[src/hw/sphp_pkg.sv]
// Constants for the scope parallel host port
// Behaviour
// - Control 34: advance mode, counter cleared
// - Advance mode: start leftmost, step per transfer
// - After 34 then 35: address, data alternate
// - Decode controls 35,34,33,32,0
// - Control 0 ends I/O, active off
// - Disk inhibited while I/O active
// - Load addresses follow memory group ranges
// - Status 288,289,32,33 from live and disk
// - Sample and norm bit in one word
// - Sample bits 15..1, sign fills top four
// - Norm bit at word bit 0
package sphp_pkg;
  localparam logic [15:0] CTRL_LOAD = 16'h0023;
  localparam logic [15:0] CTRL_ADV = 16'h0022;
  localparam logic [15:0] CTRL_LIVE = 16'h0021;
  localparam logic [15:0] CTRL_HOLD = 16'h0020;
  localparam logic [15:0] CTRL_IDLE = 16'h0000;
  localparam logic [15:0] STAT_NONE = 16'h0120;
  localparam logic [15:0] STAT_LIVE = 16'h0121;
  localparam logic [15:0] STAT_DISK = 16'h0020;
  localparam logic [15:0] STAT_BOTH = 16'h0021;
  localparam logic [11:0] ADDR_START = 12'h800;
  localparam int SIGN_POS = 11;
  localparam int NORM_POS = 0;
  localparam logic [3:0] REG_CTRL = 4'h0;
  localparam logic [3:0] REG_DATA = 4'h4;
  localparam logic [3:0] REG_STAT = 4'h8;
  localparam logic [3:0] REG_CFG = 4'hc;
  localparam int CFG_LIVE = 0;
  localparam int CFG_DISK = 1;
  localparam int FIFO_DEPTH = 16;
  localparam logic [31:0] RST_ZERO = 32'h00000000;
  typedef enum logic [2:0] {
    SPHP_IDLE = 3'b001,
    SPHP_ADV = 3'b010,
    SPHP_LOAD = 3'b100
  } sphp_mode_type;
endpackage : sphp_pkg

[src/hw/sphp_top.sv]
// Parallel host port between host card and waveform memory
`timescale 1ns/1ps
`default_nettype none
module sphp_top #(
  parameter int ADDR_W = 12,
  parameter int FIFO_D = sphp_pkg::FIFO_DEPTH
) (
  input wire logic clk, // 40 MHz clock
  input wire logic rst_n, // Async reset, active low
  input wire logic [3:0] avs_address, // Byte address
  input wire logic avs_read, // Read strobe
  input wire logic avs_write, // Write strobe
  input wire logic [31:0] avs_writedata, // Write data
  output logic [31:0] avs_readdata, // Read data
  output logic avs_waitrequest, // Stall
  output logic [ADDR_W-1:0] memAddr, // Sample memory address
  output logic memRead, // Memory read pulse
  output logic memWrite, // Memory write pulse
  output logic [11:0] memWrSample, // Sample to memory
  output logic memWrNorm, // Norm bit to memory
  input wire logic [11:0] memRdSample, // Sample from memory
  input wire logic memRdNorm, // Norm bit from memory
  input wire logic [ADDR_W-1:0] screenLeft, // Leftmost displayed point
  input wire logic [ADDR_W-1:0] screenStep, // Step between points
  input wire logic diskActivePin, // Disk busy, async
  output logic ioActive, // I/O active indicator
  output logic diskInhibit, // Holds disk off
  output logic plugLive, // Plug-in live request
  output logic plugHoldNext // Plug-in hold-next request
);
  sphp_pkg::sphp_mode_type mode_r, mode_nxt;
  logic [ADDR_W-1:0] addr_r, addr_nxt;
  logic [ADDR_W-1:0] memAddr_r, memAddr_nxt;
  logic expectAddr_r, expectAddr_nxt;
  logic ioActive_r, ioActive_nxt, live_r, live_nxt, hold_r, hold_nxt;
  logic [31:0] rdData_r, rdData_nxt;
  logic wait_r, wait_nxt;
  logic memRd_r, memRd_nxt, memWr_r, memWr_nxt;
  logic [11:0] wrSample_r, wrSample_nxt;
  logic wrNorm_r, wrNorm_nxt;
  logic pendRd_r, pendRd_nxt;
  logic diskMeta_r, diskSync_r;
  logic [1:0] cfg_r, cfg_nxt;
  logic fInValid, fInReady, fOutValid, fOutReady;
  logic [15:0] fInData, fOutData;
  logic memRdSeen_r;
  logic ctrlWr, dataWr, dataRd, diskAct, anyLive;

  always_ff @(posedge clk or negedge rst_n) begin
    if (!rst_n) begin
      diskMeta_r <= 1'b0;
      diskSync_r <= 1'b0;
    end else begin
      diskMeta_r <= diskActivePin;
      diskSync_r <= diskMeta_r;
    end
  end

  // Incoming words queue here; the memory side drains them
  sphp_fifo #(.WIDTH(16), .DEPTH(FIFO_D)) u_fifo (
    .clk(clk),
    .rst_n(rst_n),
    .inValid(fInValid),
    .inReady(fInReady),
    .inData(fInData),
    .outValid(fOutValid),
    .outReady(fOutReady),
    .outData(fOutData)
  );

  always_comb begin
    ctrlWr = avs_write && avs_address == sphp_pkg::REG_CTRL && wait_r;
    dataWr = avs_write && avs_address == sphp_pkg::REG_DATA && wait_r;
    dataRd = avs_read && avs_address == sphp_pkg::REG_DATA && wait_r;
    diskAct = diskSync_r || cfg_r[sphp_pkg::CFG_DISK];
    anyLive = live_r || cfg_r[sphp_pkg::CFG_LIVE];
    fInData = avs_writedata[15:0];
    // A write waits while the queue is full
    fInValid = dataWr && fInReady;
    // Reads wait until queued writes reach memory, keeping order
    fOutReady = !memWr_r;
  end

  always_comb begin
    mode_nxt = mode_r;
    addr_nxt = addr_r;
    expectAddr_nxt = expectAddr_r;
    ioActive_nxt = ioActive_r;
    live_nxt = live_r;
    hold_nxt = hold_r;
    cfg_nxt = cfg_r;
    if (ctrlWr) begin
      unique case (avs_writedata[15:0])
        sphp_pkg::CTRL_ADV: begin
          mode_nxt = sphp_pkg::SPHP_ADV;
          addr_nxt = '0;
          ioActive_nxt = 1'b1;
        end
        sphp_pkg::CTRL_LOAD: begin
          if (mode_r == sphp_pkg::SPHP_ADV) begin
            mode_nxt = sphp_pkg::SPHP_LOAD;
            expectAddr_nxt = 1'b1;
          end
        end
        sphp_pkg::CTRL_LIVE: begin
          live_nxt = 1'b1;
          hold_nxt = 1'b0;
        end
        sphp_pkg::CTRL_HOLD: begin
          hold_nxt = 1'b1;
          live_nxt = 1'b0;
        end
        sphp_pkg::CTRL_IDLE: begin
          mode_nxt = sphp_pkg::SPHP_IDLE;
          ioActive_nxt = 1'b0;
        end
        default: begin
        end
      endcase
    end
    if (avs_write && avs_address == sphp_pkg::REG_CFG && wait_r) begin
      cfg_nxt = avs_writedata[1:0];
    end
    // Drained words: address word or data word
    if (fOutValid && fOutReady) begin
      if (mode_r == sphp_pkg::SPHP_LOAD && expectAddr_r) begin
        // Word arrives doubled; bit 0 is dropped
        addr_nxt = fOutData[ADDR_W:1] ^ sphp_pkg::ADDR_START;
        expectAddr_nxt = 1'b0;
      end else if (mode_r == sphp_pkg::SPHP_LOAD) begin
        expectAddr_nxt = 1'b1;
      end
    end
    if (memRdSeen_r && mode_r == sphp_pkg::SPHP_LOAD) begin
      expectAddr_nxt = 1'b1;
    end else if ((memRdSeen_r || memWr_r) && !ctrlWr
        && mode_r == sphp_pkg::SPHP_ADV) begin
      // Step after the access so a word lands on its own point
      addr_nxt = addr_r + 1'b1;
    end
    // Registered so the pin address cannot glitch
    memAddr_nxt = (mode_nxt == sphp_pkg::SPHP_ADV)
        ? ADDR_W'(screenLeft + addr_nxt * screenStep) : addr_nxt;
  end

  always_comb begin
    rdData_nxt = rdData_r;
    wait_nxt = 1'b1;
    memRd_nxt = 1'b0;
    memWr_nxt = 1'b0;
    wrSample_nxt = wrSample_r;
    wrNorm_nxt = wrNorm_r;
    pendRd_nxt = pendRd_r;
    if (fOutValid && fOutReady && !(mode_r == sphp_pkg::SPHP_LOAD
        && expectAddr_r) && mode_r != sphp_pkg::SPHP_IDLE) begin
      memWr_nxt = 1'b1;
      wrSample_nxt = fOutData[12:1];
      wrNorm_nxt = fOutData[sphp_pkg::NORM_POS];
    end
    if (pendRd_r && memRdSeen_r) begin
      // One word per exchange, held until taken
      rdData_nxt = {16'h0000, {4{memRdSample[sphp_pkg::SIGN_POS]}},
                    memRdSample[10:0], memRdNorm};
      wait_nxt = 1'b0;
      pendRd_nxt = 1'b0;
    end else if (pendRd_r) begin
      wait_nxt = 1'b1;
    end else if (wait_r && (avs_read || avs_write)) begin
      wait_nxt = 1'b0;
      rdData_nxt = sphp_pkg::RST_ZERO;
      if (avs_read) begin
        unique case (avs_address)
          sphp_pkg::REG_STAT: begin
            unique case ({anyLive, diskAct})
              2'b00: rdData_nxt = {16'h0000, sphp_pkg::STAT_NONE};
              2'b10: rdData_nxt = {16'h0000, sphp_pkg::STAT_LIVE};
              2'b01: rdData_nxt = {16'h0000, sphp_pkg::STAT_DISK};
              default: rdData_nxt = {16'h0000, sphp_pkg::STAT_BOTH};
            endcase
          end
          sphp_pkg::REG_CFG: rdData_nxt = {30'h0, cfg_r};
          sphp_pkg::REG_CTRL: rdData_nxt = {29'h0, mode_r};
          default: rdData_nxt = sphp_pkg::RST_ZERO;
        endcase
        if (dataRd) begin
          // Wait for queue to drain, then fetch
          wait_nxt = 1'b1;
          if (!fOutValid && !memWr_r) begin
            pendRd_nxt = 1'b1;
            memRd_nxt = 1'b1;
          end
        end
      end else if (dataWr && !fInReady) begin
        wait_nxt = 1'b1;
      end
    end
    if (!wait_r) begin
      wait_nxt = 1'b1;
    end
  end

  always_ff @(posedge clk or negedge rst_n) begin
    if (!rst_n) begin
      mode_r <= sphp_pkg::SPHP_IDLE;
      addr_r <= '0;
      memAddr_r <= '0;
      expectAddr_r <= 1'b0;
      ioActive_r <= 1'b0;
      live_r <= 1'b0;
      hold_r <= 1'b0;
      cfg_r <= 2'b00;
      rdData_r <= sphp_pkg::RST_ZERO;
      wait_r <= 1'b1;
      memRd_r <= 1'b0;
      memWr_r <= 1'b0;
      wrSample_r <= 12'h000;
      wrNorm_r <= 1'b0;
      pendRd_r <= 1'b0;
      memRdSeen_r <= 1'b0;
    end else begin
      mode_r <= mode_nxt;
      addr_r <= addr_nxt;
      memAddr_r <= memAddr_nxt;
      expectAddr_r <= expectAddr_nxt;
      ioActive_r <= ioActive_nxt;
      live_r <= live_nxt;
      hold_r <= hold_nxt;
      cfg_r <= cfg_nxt;
      rdData_r <= rdData_nxt;
      wait_r <= wait_nxt;
      memRd_r <= memRd_nxt;
      memWr_r <= memWr_nxt;
      wrSample_r <= wrSample_nxt;
      wrNorm_r <= wrNorm_nxt;
      pendRd_r <= pendRd_nxt;
      // Memory answers one cycle after the read pulse
      memRdSeen_r <= memRd_r;
    end
  end

  // Advance mode walks displayed points from the left edge
  assign memAddr = memAddr_r;
  assign memRead = memRd_r;
  assign memWrite = memWr_r;
  assign memWrSample = wrSample_r;
  assign memWrNorm = wrNorm_r;
  assign avs_readdata = rdData_r;
  assign avs_waitrequest = wait_r;
  assign ioActive = ioActive_r;
  assign diskInhibit = ioActive_r;
  assign plugLive = live_r;
  assign plugHoldNext = hold_r;
endmodule : sphp_top
`default_nettype wire

[src/hw/sphp_fifo.sv]
// Word FIFO with valid/ready on both sides
`timescale 1ns/1ps
`default_nettype none
module sphp_fifo #(
  parameter int WIDTH = 16,
  parameter int DEPTH = 16
) (
  input wire logic clk, // Clock
  input wire logic rst_n, // Async reset, active low
  input wire logic inValid, // Fill side valid
  output logic inReady, // Fill side ready
  input wire logic [WIDTH-1:0] inData, // Fill side word
  output logic outValid, // Drain side valid
  input wire logic outReady, // Drain side ready
  output logic [WIDTH-1:0] outData // Drain side word
);
  localparam int AW = $clog2(DEPTH);
  logic [WIDTH-1:0] mem [DEPTH];
  logic [AW-1:0] wrPtr_r, wrPtr_nxt, rdPtr_r, rdPtr_nxt;
  logic [AW:0] count_r, count_nxt;
  logic push, pop;
  always_comb begin
    push = inValid && inReady;
    pop = outValid && outReady;
    wrPtr_nxt = push ? wrPtr_r + 1'b1 : wrPtr_r;
    rdPtr_nxt = pop ? rdPtr_r + 1'b1 : rdPtr_r;
    count_nxt = count_r;
    if (push && !pop) begin
      count_nxt = count_r + 1'b1;
    end else if (pop && !push) begin
      count_nxt = count_r - 1'b1;
    end
  end
  always_ff @(posedge clk or negedge rst_n) begin
    if (!rst_n) begin
      wrPtr_r <= '0;
      rdPtr_r <= '0;
      count_r <= '0;
    end else begin
      wrPtr_r <= wrPtr_nxt;
      rdPtr_r <= rdPtr_nxt;
      count_r <= count_nxt;
    end
  end
  always_ff @(posedge clk) begin
    if (push) begin
      mem[wrPtr_r] <= inData;
    end
  end
  assign inReady = (count_r != (AW+1)'(DEPTH));
  assign outValid = (count_r != '0);
  assign outData = mem[rdPtr_r];
endmodule : sphp_fifo
`default_nettype wire

[config.mk]
export PLATFORM = sky130hd
export DESIGN_NAME = sphp_top
export DESIGN_NICKNAME = d
export VERILOG_FILES = /design/src/hw/sphp_pkg.sv /design/src/hw/sphp_top.sv /design/src/hw/sphp_fifo.sv
export SDC_FILE = /design/constraint.sdc
export NUM_CORES = 1
export LEC_CHECK = 0
export ABC_CLOCK_PERIOD_IN_PS = 9650
export BUFFER_PORTS_ARGS = -buffer_cell sky130_fd_sc_hd__buf_4
export CORE_ASPECT_RATIO = 1.75
export CORE_UTILIZATION = 30
export CTS_BUF_LIST = sky130_fd_sc_hd__clkbuf_2
export CTS_CLUSTER_DIAMETER = 200
export DETAILED_ROUTE_END_ITERATION = 16
export HOLD_SLACK_MARGIN = 0.15
export PLACE_DENSITY = 0.46
export SLEW_MARGIN = 40
export SYNTH_ARGS = -nofsm -noshare
export SYNTH_HDL_FRONTEND = slang
export SYNTH_HIERARCHICAL = 1
export SYNTH_SLANG_ARGS = --single-unit
[constraint.sdc]
create_clock -name clk -period 9.65 [get_ports clk]
set_input_delay 1.93 -clock clk [delete_from_list [all_inputs] [get_ports clk]]
set_output_delay 1.93 -clock clk [all_outputs]
set_load 0.05 [all_outputs]
==> results.md <==
* Status: finished clean
* Register share of total power at 0.371
* Post-CTS setup buffer count at 0
* Critical Path Fanout Max at 17
* DIE AREA at between 50000 and 60000 sq um
* Sw Share at 0.395
* NetSw at 1610 uW
* CTS sink cnt at 287
* Crit path launch type: input port
* Critical setup path kind: input port to flop
* YS warnings at 6
* Worst Hold Class: flop to flop
* Slowest Stage Delay on Critical Path at 0.56 ns
* CP arrival at just under 9 ns
* Clock share of power at 0.208
* Fin Hold WS at about 0.36 ns
* Met1 usage at 0.175
* Pin count of the biggest net entering global routing at 72
* Fill cell count at about 4900
* Initial DRC count at 393
* Unrepaired setup endpoints after global routing: false
* Leakage power figure at 0.00683 uW
* Io pins at 142
* Final nets at roughly 1400
* Post-cts resize count at 0
* Die X-Extent at ~170 um
* Overall Global Routing Usage at 0.166
* Num rows at roughly 110
* GRT overflow at 0
* Synthesis-to-finish area growth at 15.0%
* CP dominant cell by count: fa_1
* Worst Tran Pin Value at 0.857 ns
* # hold bufs at CTS at 0
* Syn avg cell area at 13.7 sq um
* DRC Markers at 0
* M3 GR Usage at 0.0306
* DR vias at approximately 9000
* CTS clk-pin slew, worst paths at roughly 0.10 ns
* Period minus WS final at 8.00 ns
* ANT nets after route at 0
* PD cells at about 240 nW/um^2
* Clock skew after layout at between 0.05 and 0.06 ns
* Number of global-route vias before repair at 9564
* Worst Path Required at around 10 ns
* Drt wl/cell at approximately 21 um
* Post-DP HPWL at ~28000 um
* Clock latency on the worst-skew pair at between 0.9 and 1 ns
* Final cell utilization of the core at 0.350
* Setup TNS at 0 ns
* Die height at between 200 and 300 um
* Commonest cells after routing, fill and taps aside: edfxtp_1 (208), buf_4 (137), clkbuf_2 (104)
* Crit-path slowest cell: fa_1
* First-pass GRT wire length at between 60000 and 70000 um
* Final worst-path cycle share at 0.829
* CTS tree: built
* DR pass1 iterations at 4
* Final Hold Viols at 0
* Max-cap viol count at 0
* Crit. End Element: flop
* Max Slew Vio Count at 0
* Port bufs at 109
* Number of setup violations in the final report at 0
* VDD IR max at roughly 0.14 mV
* Internal Power at between 2000 and 2500 uW
* Fmax at about 0.12 GHz
* Register area at approximately 8200 sq um
* Worst slew margin at 0.425
* Mapped Area at about 15000 sq um
* Comb power frac at 0.422
* Multi-input gate area at around 5900 sq um
* Number of H-tree levels at 3
* Drt total wl at 40500 um
* Post-Synthesis Cells at between 1000 and 1500
* Root buffer cell: clkbuf_2
* Global routing met2 resource utilization at 0.322
* GR peak layer: met2
* Clk buf depth at 3
* CTS buffer count at between 70 and 80
* Share of layout cells above drive strength 1 at 0.278
* Core box area at slightly below 50000 sq um
* Commonest non-fill, non-tap cell in the layout: edfxtp_1
* Initial antenna violation count at 2
* Via density at roughly 4.7
* GP Congestion at around 0.8
* Initial Util at 0.304
[power groups by stage]
| stage | Clock (uW) | Sequential [uW] | Combinational (uW) |
|---|---|---|---|
| floorplan | 0 | 1560 | 1240 |
| global placement | 0 | 1540 | 1720 |
| detailed placement | 0 | 1540 | 1740 |
| CTS | 890 | 1520 | 1750 |
| global route | 944 | 1530 | 1880 |
| finish | 847 | 1510 | 1720 |
[metal layers]
layer	up-vias	part of all wire
met2	231	0.57
met5	-	0
met3	53	0.039
li1	4228	-
met4	0	0.021
met1	4603	0.37
[state kept, by name, summed over array words and instances (netlist names), 3 cells and up]
| name | cells |
|---|---|
| memWrSample | 12 |
| u_fifo/count_r | 5 |
| u_fifo/mem | 208 |
| avs_readdata | 13 |
| u_fifo/rdPtr_r | 4 |
| memAddr | 12 |
| mode_r | 3 |
| u_fifo/wrPtr_r | 4 |
| addr_r | 12 |
[area by class of cell]
| cell class | count | area share |
|---|---|---|
| Clock buffer | 104 | 0.0305 |
| Antenna cell | 3 | 0.000440 |
| Inverter | 96 | 0.0211 |
| Timing Repair Buffer | 141 | 0.0635 |
| Multi-Input combinational cell | 638 | 0.346 |
| Sequential cell | 287 | 0.482 |
| Clock inverter | 21 | 0.00836 |
| Tap cell | 654 | 0.0480 |
[worst max-delay path, delay by kind of cell]
kind            cells  cell delay [ns]
fa+ha+maj           6             2.82
simple gates        6             1.25
buf+inv             5             0.38
compound gates      8             1.53
xor+xnor            3             0.84
[stage by stage]
step                      area (sq um)  total power (uW)  worst slack [ns]  instances
after floorplan                  14900              2800              1.81       1095
after global routing             17100              4350              1.34       1944
after global placement           16300              3260             0.593       1810
after CTS                        17100              4150              1.75       1941
after detailed placement         16400              3290             0.718       1816
final                            17100              4080              1.65       1944
[path summary, 6_finish.rpt]
kind,start,endpoint,slack [ns],depth (start not counted)
max,avs_writedata[9],memAddr[11],1.65,28
min,diskMeta_r,diskSync_r,0.36,0
max reg2reg,u_fifo/rdPtr_r[0],memAddr[11],1.84,28
min reg2reg,diskMeta_r,diskSync_r,0.36,0
max in group asynchronous,rst_n,addr_r[4],7.92,2
min in group asynchronous,rst_n,avs_readdata[4],0.79,1
Note: power is estimated with default switching activity, not from simulation.
